File: src/rtl/perc_pkg.sv
// Purpose: Shared constants and types for the permanent error reconfiguration node.
// Assumes: One system clock at 125 MHz; synchronous active-high reset.
// Notes:   Functional notes follow.
// Functional notes
// - Permanent only if second report inside window.
// - Same error type and same confinement area.
// - Compare bus, module, or full node id.
// - Permanent sets log flag, starts reconfiguration.
// - Each node judges its own membership.
// - Faulty processor node clears all bus-state bits.
// - Faulty processor node clears local enable.
// - Faulty processor node ignores module error line.
// - Deactivated module requests nothing; still answers others.
// - Detection stays on; report bus/module type.
// - Faulty memory clears memory enable, stays on bus.
// - Deactivated memory keeps all checks but buffer.
// - Faulty bus: interface nodes clear both enables.
// - Memory node moves to backup or clears bits.
// - Faulty bus stops reports and error line.
// - Memory stops reports when bus and module isolated.
// - Each node acts alone within few cycles.
// - Partner match with married bit clears married.
// - Backup bus match sets both enables.
// - Memory node toggles bus select to backup.
// - Without redundancy lock split-span damaged memory.
// - Permanent decision raises local reconfiguration message; memory node raises none.
// - Message interrupts host or redirects general processor.
// - Window length equals quiescent period, same setting.
// - In window correct and log ECC silently.
package perc_pkg;

    localparam int ID_W      = 4;
    localparam int TMO_W     = 16;
    // Error type codes carried in a report.
    typedef enum logic [1:0] {
        PERC_ET_BUS    = 2'b00,
        PERC_ET_MODULE = 2'b01,
        PERC_ET_BUSMOD = 2'b10,
        PERC_ET_ECC    = 2'b11
    } perc_etype_t;

    typedef struct packed {
        perc_etype_t       etype;
        logic [ID_W-1:0]   bus_id;
        logic [ID_W-1:0]   module_id;
    } perc_report_t;

    // Bus-state bits: primary enable, backup enable, backup available, interleave/redundant.
    typedef struct packed {
        logic en_primary;
        logic en_backup;
        logic backup_avail;
        logic redundant;
    } perc_bus_state_t;

    localparam perc_bus_state_t BUS_STATE_RST = 4'h0;
    localparam logic            LOCAL_EN_RST  = 1'b1;
    localparam logic            MEM_EN_RST    = 1'b1;
    localparam logic            MARRIED_RST   = 1'b0;
    // One timeout unit is this many cycles; unit scaled by the duration setting.
    localparam int TMO_UNIT_NS   = 1000;
    localparam int CLK_PERIOD_NS = 8;
    localparam int TMO_UNIT_CYC  = (TMO_UNIT_NS + CLK_PERIOD_NS - 1) / CLK_PERIOD_NS;
    localparam int TMO_UNIT_CW   = 8;

    typedef enum logic [2:0] {
        PERC_ST_IDLE    = 3'b000,
        PERC_ST_QUIET   = 3'b001,
        PERC_ST_WINDOW  = 3'b010,
        PERC_ST_ISOLATE = 3'b011,
        PERC_ST_ACTIVATE= 3'b100
    } perc_state_t;

endpackage : perc_pkg

File: src/rtl/perc_node.sv
// Purpose: Permanent error decision, isolation and reconfiguration for one node.
// Assumes: Reports arrive as one-cycle strobes from same-clock logic; error line is a pin.
// Notes:   is_memory_node selects memory control behaviour over bus interface behaviour.
//          Isolation and activation are decided once, from the logged first report.
//          init_load wins over reconfiguration, so software can restore bus_state and married of a fenced node.
`timescale 1ns/1ps
module perc_node
    import perc_pkg::*;
(
    input  wire logic                 clk_sys,
    input  wire logic                 srst,
    input  wire logic                 is_memory_node,
    input  wire logic [ID_W-1:0]      own_bus_id,
    input  wire logic [ID_W-1:0]      own_module_id,
    input  wire logic [ID_W-1:0]      partner_module_id,
    input  wire logic [ID_W-1:0]      backup_bus_id,
    input  wire logic [TMO_W-1:0]     timeout_duration,
    input  wire perc_bus_state_t      bus_state_init,
    input  wire logic                 married_init,
    input  wire logic                 init_load,
    input  wire logic                 report_valid,
    input  wire perc_report_t         report,
    input  wire logic                 split_write_pending,
    input  wire logic                 module_error_line_in,
    input  wire logic                 local_req,
    input  wire logic                 local_err_detect,
    input  wire logic                 ecc_correctable,
    output logic                      permanent_flag,
    output perc_bus_state_t           bus_state,
    output logic                      local_enable,
    output logic                      memory_enabled,
    output logic                      married,
    output logic                      bus_select_output,
    output logic                      module_error_line_rx_enable,
    output logic                      module_error_line_out,
    output logic                      report_enable,
    output logic                      report_as_busmod,
    output logic                      buffer_check_enable,
    output logic                      req_enable,
    output logic                      split_span_lock,
    output logic                      reconfig_msg,
    output logic                      staged_mode,
    output logic                      ecc_log_pulse,
    output logic                      window_open
);

    perc_state_t        state_reg;
    logic [TMO_W-1:0]   tmo_cnt_reg;
    logic [TMO_UNIT_CW-1:0] unit_cnt_reg;
    logic               unit_tick;
    perc_report_t       first_reg;
    logic               mel_s2_reg;
    logic               match;
    logic               mod_isolated_reg;
    logic               bus_isolated_reg;
    logic               in_bus;
    logic               in_mod;
    logic               in_both;
    // Decoded decisions; the isolation and activation hits are taken from the logged first report.
    logic               mod_deact;
    logic               both_isolated;
    logic               iso_mod_hit;
    logic               iso_bus_hit;
    logic               act_spouse_hit;
    logic               act_backup_hit;
    logic               lock_hit;

    assign unit_tick = (unit_cnt_reg == TMO_UNIT_CW'(TMO_UNIT_CYC - 1));

    // The error line is an asynchronous pin and must be synchronised.
    perc_sync2 u_mel_sync (
        .clk_sys  (clk_sys),
        .srst     (srst),
        .async_in (module_error_line_in),
        .sync_out (mel_s2_reg)
    );

    always_comb begin
        case (report.etype)
            PERC_ET_BUS:    match = (report.bus_id == first_reg.bus_id);
            PERC_ET_MODULE: match = (report.module_id == first_reg.module_id);
            PERC_ET_BUSMOD: match = (report.bus_id == first_reg.bus_id) &&
                                    (report.module_id == first_reg.module_id);
            // ECC reports never match; staging hides them inside the window.
            default:        match = 1'b0;
        endcase
        match = match && (report.etype == first_reg.etype);
    end

    // Membership of the faulty area, judged by this node alone.
    always_comb begin
        in_bus  = (first_reg.bus_id == own_bus_id);
        in_mod  = (first_reg.module_id == own_module_id);
        in_both = 1'b0;
        case (first_reg.etype)
            PERC_ET_BUS:    in_both = 1'b0;
            PERC_ET_MODULE: in_both = 1'b0;
            PERC_ET_BUSMOD: in_both = in_bus && in_mod;
            default:        in_both = 1'b0;
        endcase
    end

    // Isolation and activation hits, decoded once from the logged first report.
    // A bus/module report names one bus and one module; the node at their crossing
    // fences off both, which also ends its own reports as a memory node.
    always_comb begin
        iso_mod_hit = 1'b0;
        iso_bus_hit = 1'b0;
        case (first_reg.etype)
            PERC_ET_BUS:    iso_bus_hit = in_bus;
            PERC_ET_MODULE: iso_mod_hit = in_mod;
            PERC_ET_BUSMOD: begin
                iso_mod_hit = in_both;
                iso_bus_hit = in_both;
            end
            default: begin
                iso_mod_hit = 1'b0;
                iso_bus_hit = 1'b0;
            end
        endcase
        // Bus faults name no spouse module, so they never unmarry a pair.
        act_spouse_hit = married && (first_reg.module_id == partner_module_id) &&
                         (first_reg.etype != PERC_ET_BUS);
        // The redundant bit covers both four-way interleave and a redundant bus.
        act_backup_hit = !is_memory_node && (first_reg.etype == PERC_ET_BUS) &&
                         (first_reg.bus_id == backup_bus_id) &&
                         (bus_state.en_primary || bus_state.en_backup) &&
                         bus_state.redundant;
        // Damage is possible only when neither a spouse nor a spare bus masks it.
        lock_hit = split_write_pending && !married && !bus_state.redundant;
    end

    // A processor module is fenced off whole; a memory module keeps all checks but the buffer check.
    assign mod_deact     = mod_isolated_reg && !is_memory_node;
    assign both_isolated = mod_isolated_reg && bus_isolated_reg;

    // Timebase: one unit tick per timeout unit; duration counts ticks.
    // The counter rests at zero while idle, so every sequence starts on a whole unit.
    always_ff @(posedge clk_sys) begin
        if (srst || state_reg == PERC_ST_IDLE || unit_tick) begin
            unit_cnt_reg <= '0;
        end else begin
            unit_cnt_reg <= unit_cnt_reg + 1'b1;
        end
    end

    // Sequencer: first report starts the quiescent period, then the window.
    always_ff @(posedge clk_sys) begin
        if (srst) begin
            state_reg   <= PERC_ST_IDLE;
            tmo_cnt_reg <= '0;
            first_reg   <= '0;
        end else begin
            case (state_reg)
                PERC_ST_IDLE: begin
                    if (report_valid && report.etype != PERC_ET_ECC) begin
                        first_reg   <= report;
                        tmo_cnt_reg <= timeout_duration;
                        state_reg   <= PERC_ST_QUIET;
                    end
                end
                // Reports during the quiet period are retried traffic and are ignored.
                PERC_ST_QUIET: begin
                    if (unit_tick) begin
                        if (tmo_cnt_reg == '0) begin
                            tmo_cnt_reg <= timeout_duration;
                            state_reg   <= PERC_ST_WINDOW;
                        end else begin
                            tmo_cnt_reg <= tmo_cnt_reg - 1'b1;
                        end
                    end
                end
                PERC_ST_WINDOW: begin
                    if (report_valid && match) begin
                        state_reg <= PERC_ST_ISOLATE;
                    end else if (unit_tick) begin
                        if (tmo_cnt_reg == '0) begin
                            // No match in time: the first error was a transient.
                            state_reg <= PERC_ST_IDLE;
                        end else begin
                            tmo_cnt_reg <= tmo_cnt_reg - 1'b1;
                        end
                    end
                end
                PERC_ST_ISOLATE: state_reg <= PERC_ST_ACTIVATE;
                PERC_ST_ACTIVATE: state_reg <= PERC_ST_IDLE;
                default: state_reg <= PERC_ST_IDLE;
            endcase
        end
    end

    // Permanent flag is sticky until reset.
    always_ff @(posedge clk_sys) begin
        if (srst) begin
            permanent_flag <= 1'b0;
        end else if (state_reg == PERC_ST_WINDOW && report_valid && match) begin
            permanent_flag <= 1'b1;
        end
    end

    // Isolation, evaluated in the single isolate cycle.
    always_ff @(posedge clk_sys) begin
        if (srst) begin
            bus_state         <= BUS_STATE_RST;
            local_enable      <= LOCAL_EN_RST;
            memory_enabled    <= MEM_EN_RST;
            married           <= MARRIED_RST;
            bus_select_output <= 1'b0;
            mod_isolated_reg  <= 1'b0;
            bus_isolated_reg  <= 1'b0;
        end else if (init_load) begin
            bus_state <= bus_state_init;
            married   <= married_init;
        end else if (state_reg == PERC_ST_ISOLATE) begin
            // A memory node only drops its address range and stays on its bus.
            if (iso_mod_hit) begin
                mod_isolated_reg <= 1'b1;
                if (is_memory_node) begin
                    memory_enabled <= 1'b0;
                end else begin
                    bus_state    <= BUS_STATE_RST;
                    local_enable <= 1'b0;
                end
            end
            // Interface traffic to registers may still use a fenced bus.
            if (iso_bus_hit) begin
                bus_isolated_reg <= 1'b1;
                if (!is_memory_node) begin
                    bus_state.en_primary <= 1'b0;
                    bus_state.en_backup  <= 1'b0;
                end else if (bus_state.backup_avail) begin
                    bus_select_output <= ~bus_select_output;
                end else begin
                    bus_state <= BUS_STATE_RST;
                end
            end
        end else if (state_reg == PERC_ST_ACTIVATE) begin
            if (act_spouse_hit) begin
                married <= 1'b0;
            end
            if (act_backup_hit) begin
                bus_state.en_primary <= 1'b1;
                bus_state.en_backup  <= 1'b1;
            end
        end
    end

    // Error line receive and propagation follow the isolation state.
    always_ff @(posedge clk_sys) begin
        if (srst) begin
            module_error_line_rx_enable        <= 1'b1;
            module_error_line_out <= 1'b0;
        end else begin
            module_error_line_rx_enable        <= !mod_deact;
            // A dead bus must not carry a neighbour's error line into the system.
            module_error_line_out <= mel_s2_reg && !bus_isolated_reg &&
                                     !mod_deact;
        end
    end

    // Reporting: a memory node keeps reporting until it is fenced on both sides.
    always_ff @(posedge clk_sys) begin
        if (srst) begin
            report_enable    <= 1'b1;
            report_as_busmod <= 1'b0;
        end else begin
            // Detection stays on; only the report type changes.
            report_as_busmod <= mod_isolated_reg && local_err_detect;
            if (is_memory_node) begin
                report_enable <= !both_isolated;
            end else begin
                report_enable <= !bus_isolated_reg;
            end
        end
    end

    // Checks and own requests of a deactivated module.
    always_ff @(posedge clk_sys) begin
        if (srst) begin
            buffer_check_enable <= 1'b1;
            req_enable          <= 1'b1;
        end else begin
            buffer_check_enable <= !(is_memory_node && mod_isolated_reg);
            // Answers to other processors are not gated here, only own requests.
            req_enable          <= local_req && !mod_deact;
        end
    end

    // The lock is sticky: only a fresh reset frees the damaged memory.
    always_ff @(posedge clk_sys) begin
        if (srst) begin
            split_span_lock <= 1'b0;
        end else if (state_reg == PERC_ST_ACTIVATE && lock_hit) begin
            split_span_lock <= 1'b1;
        end
    end

    // Local pulse only; nothing goes out on the shared memory bus.
    always_ff @(posedge clk_sys) begin
        if (srst) begin
            reconfig_msg <= 1'b0;
        end else begin
            reconfig_msg <= (state_reg == PERC_ST_ACTIVATE) && !is_memory_node;
        end
    end

    // Window status: a memory node stages data and logs corrected ECC silently.
    always_ff @(posedge clk_sys) begin
        if (srst) begin
            staged_mode   <= 1'b0;
            ecc_log_pulse <= 1'b0;
            window_open   <= 1'b0;
        end else begin
            staged_mode   <= (state_reg == PERC_ST_WINDOW) && is_memory_node;
            ecc_log_pulse <= (state_reg == PERC_ST_WINDOW) && is_memory_node &&
                             ecc_correctable;
            window_open   <= (state_reg == PERC_ST_WINDOW);
        end
    end

endmodule : perc_node

// Two-flop synchroniser for one asynchronous pin.
module perc_sync2
    import perc_pkg::*;
(
    input  wire logic clk_sys,
    input  wire logic srst,
    input  wire logic async_in,
    output logic      sync_out
);
    logic meta_reg;

    // Only the second flop is read outside, so metastability stays inside.
    always_ff @(posedge clk_sys) begin
        if (srst) begin
            meta_reg <= 1'b0;
            sync_out <= 1'b0;
        end else begin
            meta_reg <= async_in;
            sync_out <= meta_reg;
        end
    end
endmodule : perc_sync2

File: config.mk
export PLATFORM = sky130hd
export DESIGN_NAME = perc_node
export DESIGN_NICKNAME = d
export VERILOG_FILES = /design/src/rtl/perc_pkg.sv /design/src/rtl/perc_node.sv
export SDC_FILE = /design/constraint.sdc
export NUM_CORES = 1
export LEC_CHECK = 0
export BUFFER_PORTS_ARGS = -buffer_cell sky130_fd_sc_hd__buf_2
export CORE_MARGIN = 2
export CORE_UTILIZATION = 48
export DETAILED_ROUTE_END_ITERATION = 10
export PLACE_DENSITY_LB_ADDON = 0.05
export SYNTH_ARGS = -nofsm -noshare
export SYNTH_HDL_FRONTEND = slang
export SYNTH_SLANG_ARGS = --single-unit
File: constraint.sdc
create_clock -name clk_sys -period 2.37 [get_ports clk_sys]
set_input_delay 0.3555 -clock clk_sys [delete_from_list [all_inputs] [get_ports clk_sys]]
set_output_delay 0.3555 -clock clk_sys [all_outputs]
set_load 0.005 [all_outputs]
Yosys cells after proc, flatten, opt, wreduce, memory -nomap -nowiden
Index checks and enable logic that the tools add are counted.
Storage, ports and cells
  flip-flop bits (word level): 61
  latch bits: 0
  bits in writable memories: 0
  bits in read-only memories: 0
  bits of input ports: 57
  output and inout bits: 20
  memories kept: 0
Cells by class
  $add $sub $neg: 2
  multiply operators: 0
  div/mod/pow operators: 0
  $lt $le $gt $ge: 0
  equality and inequality tests: 26
  shift-type cells: 0
  muxes and demuxes: 33
  bitwise operators: 3
  reductions and logical operators: 57
Operator list (number)
  $mux W16: 6
  $pmux W16 S3: 1
  $logic_and A1 B1 Y1: 26
  $eq A4 B4 Y1: 6
  $mux W4: 5
  $mux W3: 6
  $logic_not A16 Y1: 1
  $sub A16 B1 Y16 const B: 1
  $ne A2 B2 Y1 const B: 7
  $mux W2: 6
  $pmux W3 S4: 1
  $reduce_and A5 Y1: 2
  $reduce_and A3 Y1: 3
  $reduce_bool A3 Y1: 3
  $add A8 B1 Y8 const B: 1
  $eq A8 B7 Y1 const B: 1
  $reduce_and A4 Y1: 2
  $reduce_bool A2 Y1: 4
  $logic_not A1 Y1: 7
  $eq A3 B2 Y1 const B: 2
  $ne A3 B3 Y1 const B: 2
  $reduce_and A6 Y1: 1
  $mux W1: 5
  $eq A2 B1 Y1 const B: 2
  12 further kinds: 20

Logic depth before layout (Yosys ltp)
Gate-level depths: netlist of the first run.
  depth in word-level cells: 9
  depth in mapped cells: 10
  gate-level depth less buffers: 8

By module
From an unflattened synthesis of the first run, not the netlist that was laid out.
Unflattened totals
  cells, all modules: 375
  area, all modules: 3316.9 um^2
Modules (own cells, without submodules)
  perc_node: times used 1, cells each 371, area each 3264.4 um^2, seq. area each 1181.1 um^2
  perc_sync2: times used 1, cells each 4, area each 52.6 um^2, seq. area each 40.0 um^2

Worst setup path before layout of the first run
Ideal clock, no wire load.
  kind: register -> register
  start point: register tmo_cnt_reg[10]
  end point: register tmo_cnt_reg[4]
  setup time: 0.134 ns
  arrival: 2.328 ns
  setup slack: -0.092 ns
  cell stages (with the launch flop): 9
  period minus slack after synthesis: 2.462 ns
  path through: dfxtp_1 > or4_4 > or3_4 > or3_4 > a31oi_4 > or2_1 > buf_6 > buf_8 > o31ai_1
On the way
  longest elaborated chain between the ends: 4
  elaborated cells between the ends (all ways): 6
  those cells by class: 1 x eq/ne; 3 x mux; 2 x reduce/logical
RTL lines
  from (decl): line perc_node.sv:48  | logic [TMO_W-1:0] tmo_cnt_reg;
  from (signal assigned): line perc_node.sv:158  | tmo_cnt_reg <= timeout_duration;
  from (signal assigned): line perc_node.sv:166  | tmo_cnt_reg <= timeout_duration;
  from (signal assigned): line perc_node.sv:169  | tmo_cnt_reg <= tmo_cnt_reg - 1'b1;
  $logic_not A16 Y1 (*): line perc_node.sv:165, perc_node.sv:177
  $mux W16: line perc_node.sv:165  | if (tmo_cnt_reg == '0) begin
  $mux W16: line perc_node.sv:164  | if (unit_tick) begin
  $pmux W16 S3: line perc_node.sv:154  | case (state_reg)
Mark *: on every way between the ends. The rest lies on a longest branch, timed or not. The select of a mux whose other input is x is not followed.
A chain may end at the register's enable or synchronous reset.

Worst setup path after layout of the first run
  start point: register tmo_cnt_reg[13]
  end point: register tmo_cnt_reg[0]
Same word-level chain as after synthesis.

==> metrics.txt, run 1 <==
Area contributors post-synth dfxtp_1 38%, nor2_1 8.1%, xnor2_1 6.1%; synthesized area per cell 8.48 um2; period utilization 98.7%; total grt overflow 0; crit-path max FO 12; Worst setup EP type register; Hold Crit Depth 2; Setup-failing EPs final 0; Placed Cells 529; H-Tree Depth 3; synth warn 0; CP Data Arrival Time 2.57 ns; clock network power share 32.7%; Synth cell types 49; Starting Density 49.8%; Gate power share 26.4%; fmax 427 MHz; largest net degree at the start of global routing 31; Post-synth top cells 69 x nor2_1, 61 x dfxtp_1, 22 x xnor2_1; layout cells sized above 1 26.9%; worst-margin pin slew 0.646 ns; Antenna Nets Post-Route 0; Die Span Y 85.4 um; Final GP Congestion 0.795; 1st-pass router iterations 6; worst-case reg-to-reg path depth 7; Internal 1.92 mW; pwr/cell area 713 mW/mm2; CTS tree done; clock slew at reported path FFs 0.08 ns; number of synthesized register bits 61; Psw 0.916 mW; Flop pwr share 40.8%; Slew Limit Fails 0; Die ar. 0.00730 mm2; crit path launch type register; VDD IR max 0.370 mV; Chip Width 85.4 um; syn nets 439; Detailed Place HPWL 5650 um; count of input and output buffers 76; Synth Instances 375; via count 3023; Hold Crit Class primary input to register; # IOs 77; crit path kind register to register; status complete, no violations; fin cells 545; Synth async-reset ratio 0%; Final Hold Fails 0; sequential-to-total area share from yosys stat 38.4%; post-synth design cell area 0.00318 mm2; Antenna diodes 0; Area growth syn-to-layout 24.9%; unrepaired setup endpoints after global routing yes; clk_lat worst skew 0.34 ns; Leak 1.64 nW; clk sink count 61; GRT Resource Usage Total 22.2%; Post-synth EDFFs 0; 1st-iter DRT viols 141; Final Skew 0.00951 ns; total chip power 2.83 mW; top-count cell post-synth nor2_1; Vias per Instance 5.55; initial antenna violation count 0; final net count 527; relative slew slack 56.8%; Primary FF master, synth dfxtp_1; core area 0.00639 mm2; Max-cap violations 0; Sw Ratio 32.4%; FP Rows 29; DRC viols 0; post-synth top area cell dfxtp_1; Root Buffer clkbuf_8; first-pass GRT wire length 13100 um; Yosys top cell area share 38.4%; clock period minus worst slack 2.34 ns; final wirelength 7830 um; Wirelength per Cell 14.4 um; hold_ws 0.204 ns; clock buffer count from CTS 9; number of flip-flops in the largest register 16; data required time of the worst path 2.60 ns; vias in the first global route 2806; clock buffer depth 2
## metrics by stage
step           utilization (%)  setup TNS [ns]  instance area [um2]  worst slack [ns]
2_1_floorplan                -               0                 3180         0.0000180
3_3_place_gp              59.0               0                 3760            0.0133
3_5_place_dp              59.0               0                 3760           0.00132
4_1_cts                   62.2        -0.00964                 3970          -0.00964
5_1_grt                   62.2          -0.262                 3970           -0.0482
6_report                  62.2               0                 3970            0.0302
## logic make-up (layout without fill, tap and decap cells)
| family | after synthesis | count (layout) | synth area share [%] |
|---|---|---|---|
| simple gates | 157 | 157 | 23.9 |
| compound gates | 77 | 77 | 18.1 |
| flops | 61 | 61 | 38.4 |
| xor+xnor | 31 | 31 | 8.53 |
| buf+inv | 29 | 122 | 4.25 |
| mux | 13 | 13 | 4.09 |
| fa+ha+maj | 7 | 7 | 2.75 |
## power groups by stage
stage | clock network (mW) | logic, mW | registers [mW]
final | 0.927 | 0.748 | 1.16
after global routing | 0.991 | 0.833 | 1.17
after CTS | 0.944 | 0.747 | 1.16
after detailed placement | 0 | 0.739 | 1.18
after global placement | 0 | 0.725 | 1.18
after floorplan | 0 | 0.491 | 1.16
## layout make-up
cell class | count | area (um2)
Fill cell | 621 | 2410
Clock inverter | 7 | 73.8
Inverter | 11 | 41.3
Clock buffer | 9 | 124
Timing Repair Buffer | 95 | 573
Tap cell | 77 | 96.3
Sequential cell | 61 | 1220
Multi-Input combinational cell | 285 | 1840
## what timing repair did
item,CTS,global route
buffers inserted,0,0
setup endpoints to repair,3,11
hold buffers,0,0
resized for setup,2,2
endpoints found under the hold margin,0,0
pin swaps,2,1
cloned,0,0
## layer usage
| layer | part of all wire (%) | GRT usage [%] | vias up |
|---|---|---|---|
| li1 | - | - | 1540 |
| met1 | 47 | 30.6 | 1393 |
| met2 | 46 | 34.8 | 79 |
| met3 | 5.2 | 3.99 | 11 |
| met4 | 1.1 | 8.08 | 0 |
| met5 | 0 | 0 | - |
## layout by cell type, fill, tap and decap left out, types with 4 or more instances in the layout
cell and n:
nor4_1 10, o31ai_1 14, nand2_1 20, dfxtp_1 60, inv_1 11, xnor2_1 22, nand3_1 8, buf_4 15
a21oi_1 20, buf_12 4, nor3b_1 5, nand4_1 6, nor2_1 69, ha_1 7, o311ai_0 15, nor2b_1 4
clkbuf_8 9, mux2i_1 13, a211oi_1 4, xor2_1 9, buf_2 76, nor3_1 16
## critical path: stages (launching register included)
cell	delay [ns]
dfxtp_1	0.31
or4_4	0.53
or3_4	0.39
or3_4	0.35
a31oi_4	0.19
buf_12	0.16
nor3_1	0.05
o221a_2	0.25
## path summary, 6_finish.rpt
kind,from,endpoint,slack (ns)
worst max-delay path,tmo_cnt_reg[13]$_SDFFE_PP0P_,tmo_cnt_reg[0]$_SDFFE_PP0P_,0.03
worst min-delay path,local_req,req_enable$_SDFF_PP1_,0.20
worst max register to register,tmo_cnt_reg[13]$_SDFFE_PP0P_,tmo_cnt_reg[0]$_SDFFE_PP0P_,0.03
worst min register to register,u_mel_sync.sync_out$_SDFF_PP0_,module_error_line_out$_SDFF_PP0_,0.43
(Power assumes the default switching activity.)
==> inputs of run 2 (changes only) <==
Settings changed: CORE_UTILIZATION 48 to 53.
Clock period 2.37 ns to 2.25 ns, I/O delays scaled along.
==> metrics.txt, run 2 (same netlist as run 1, synthesis figures left out) <==
clock buffer depth 2 (unchanged); Placed Area 0.00381 mm2 (+1.1%); 1st-pass router iterations 4 (-2); VDD IR max 0.402 mV (+8.4%); Max-cap violations 0 (unchanged); largest net degree at the start of global routing 29 (-6.5%); DRC viols 0 (unchanged); Die ar. 0.00664 mm2 (-9.0%); initial antenna violation count 0 (unchanged); Area growth syn-to-layout 26.7%; final wirelength 7630 um (-2.6%); vias in the first global route 2807 (+0.036%); post-layout util 68.9% (+6.7 points); PnR worst setup slack -0.0377 ns (-0.0680 ns); WP buf/inv 1 (unchanged); 1st-iter DRT viols 240 (+70%); Leak 1.69 nW (+3.0%); Final GP Congestion 0.869 (+9.4%); Root Buffer clkbuf_8; FP Rows 28 (-3.4%); CP most frequent cell or3_4; worst-margin pin slew 0.564 ns (-0.0816 ns); Antenna Nets Post-Route 0 (unchanged); clock slew at reported path FFs 0.08 ns (about the same); GRT Resource Usage Total 24.3% (+2.1 points); H-Tree Depth 3 (unchanged); Antenna diodes 0 (unchanged); Detailed Place HPWL 5720 um (+1.2%); most common cell after layout, fill and taps aside buf_2; CP cell instances or4_4, or3_4, or3_4, a31oi_4, or2_4, buf_6, o31ai_1; period utilization 102% (+3.0 points); Slew Limit Fails 0 (unchanged); # IOs 77 (unchanged); Die Span Y 81.5 um (-4.6%); status finished with violations; total grt overflow 0 (unchanged); first-pass GRT wire length 12600 um (-3.7%); dpl ws -0.120 ns (-0.121 ns); most frequent cells in the layout 76 x buf_2, 69 x nor2_1, 59 x dfxtp_1, 25 x buf_4, 22 x xnor2_1; Final Skew 0.0125 ns (+0.00302 ns); crit-path max FO 6 (-6); unrepaired setup endpoints after global routing yes; Final Hold Fails 0 (unchanged); delay-heaviest family, CP simple AND/OR/NAND/NOR gates; Worst setup EP type register; CTS tree done; total chip power 3.03 mW (+7.0%); Setup-failing EPs final 15 (+15); fillers 501 (-19%); count of input and output buffers 76 (unchanged); via count 3072 (+1.6%); clk sink count 61 (unchanged); hold_ws 0.198 ns (-0.00544 ns); clock period minus worst slack 2.29 ns (-0.0520 ns); Chip Width 81.5 um (-4.6%); Starting Density 54.4% (+4.6 points); final net count 538 (+2.1%); clock buffer count from CTS 9 (unchanged); Wirelength per Cell 13.8 um (-4.2%); Hold Crit Class primary input to register; pwr/cell area 752 mW/mm2 (+5.5%); crit path launch type register; clk_lat worst skew 0.34 ns (about the same); layout cells sized above 1 28.8% (+1.9 points); number of flip-flops in the largest register 16 (unchanged); relative slew slack 62.3% (+5.5 points); hold buffers post-CTS 0 (unchanged); fmax 437 MHz (+2.3%); data required time of the worst path 2.45 ns (-0.15 ns); crit path kind register to register; Finished Cell Area 0.00403 mm2 (+1.5%); Vias per Instance 5.55 (about the same); CP peak stage delay 0.53 ns (about the same); core area 0.00585 mm2 (-8.4%); CP Data Arrival Time 2.49 ns (-0.08 ns); Slowest cell on crit path or4_4; failing checks negative setup slack
## run 2: cell count changes in the layout (fill, tap and decap cells not counted)
cell	before	now
buf_12	4	1
buf_4	15	25
buf_6	0	4
dfxtp_1	60	59
dfxtp_2	1	2
o311ai_0	15	11
o311ai_1	1	5
## run 2: worst paths after layout
kind / cells after the start / to / slack (ns) / start
max: 7 / tmo_cnt_reg[6]$_SDFFE_PP0P_ / -0.04 / tmo_cnt_reg[13]$_SDFFE_PP0P_
min: 2 / req_enable$_SDFF_PP1_ / 0.20 / local_req
max reg2reg: 7 / tmo_cnt_reg[6]$_SDFFE_PP0P_ / -0.04 / tmo_cnt_reg[13]$_SDFFE_PP0P_
min reg2reg: 2 / module_error_line_out$_SDFF_PP0_ / 0.42 / u_mel_sync.sync_out$_SDFF_PP0_
## run 2: final cells by class
class / instances / area, um2 / share of cell area, %
Multi-Input combinational cell: 285 / 1840 / 45.7
Sequential cell: 61 / 1220 / 30.4
Timing Repair Buffer: 106 / 633 / 15.7
Clock buffer: 9 / 124 / 3.07
Tap cell: 75 / 93.8 / 2.33
Clock inverter: 7 / 73.8 / 1.83
Inverter: 11 / 41.3 / 1.02
## run 2: through the flow
stage | std cells | TNS (ns)
4_1_cts | 554 | -0.977
2_1_floorplan | 375 | -1.44
6_report | 554 | -0.431
3_5_place_dp | 538 | -1.60
3_3_place_gp | 538 | -1.14
5_1_grt | 554 | -1.48
## run 2: per-layer routing
| layer | part of all wire, % | track usage (%) | vias up |
|---|---|---|---|
| met3 | 6.3 | 5.16 | 10 |
| met2 | 46 | 38.7 | 100 |
| met1 | 47 | 32.6 | 1400 |
| met4 | 1.3 | 8.47 | 0 |
| met5 | 0 | 0 | - |
| li1 | - | - | 1562 |
## run 2: timing repair
item | in CTS | in global routing
buffers inserted | 0 | 0
resized for setup | 5 | 8
pin swaps | 4 | 1
endpoints found under the setup margin | 17 | 18
hold endpoints to repair | 0 | 0
## run 2: report_power, final
part	internal [mW]	leakage [nW]	switching, mW
clock network	0.515	0.0996	0.462
logic	0.395	1.09	0.443
registers	1.15	0.499	0.0689
total	2.06	1.69	0.974
## run 2: worst reg2reg max path: stages (launching register included)
cell and delay [ns]:
dfxtp_1 0.31, or4_4 0.53, or3_4 0.39, or3_4 0.36, a31oi_4 0.20, or2_4 0.19, buf_6 0.12, o31ai_1 0.06
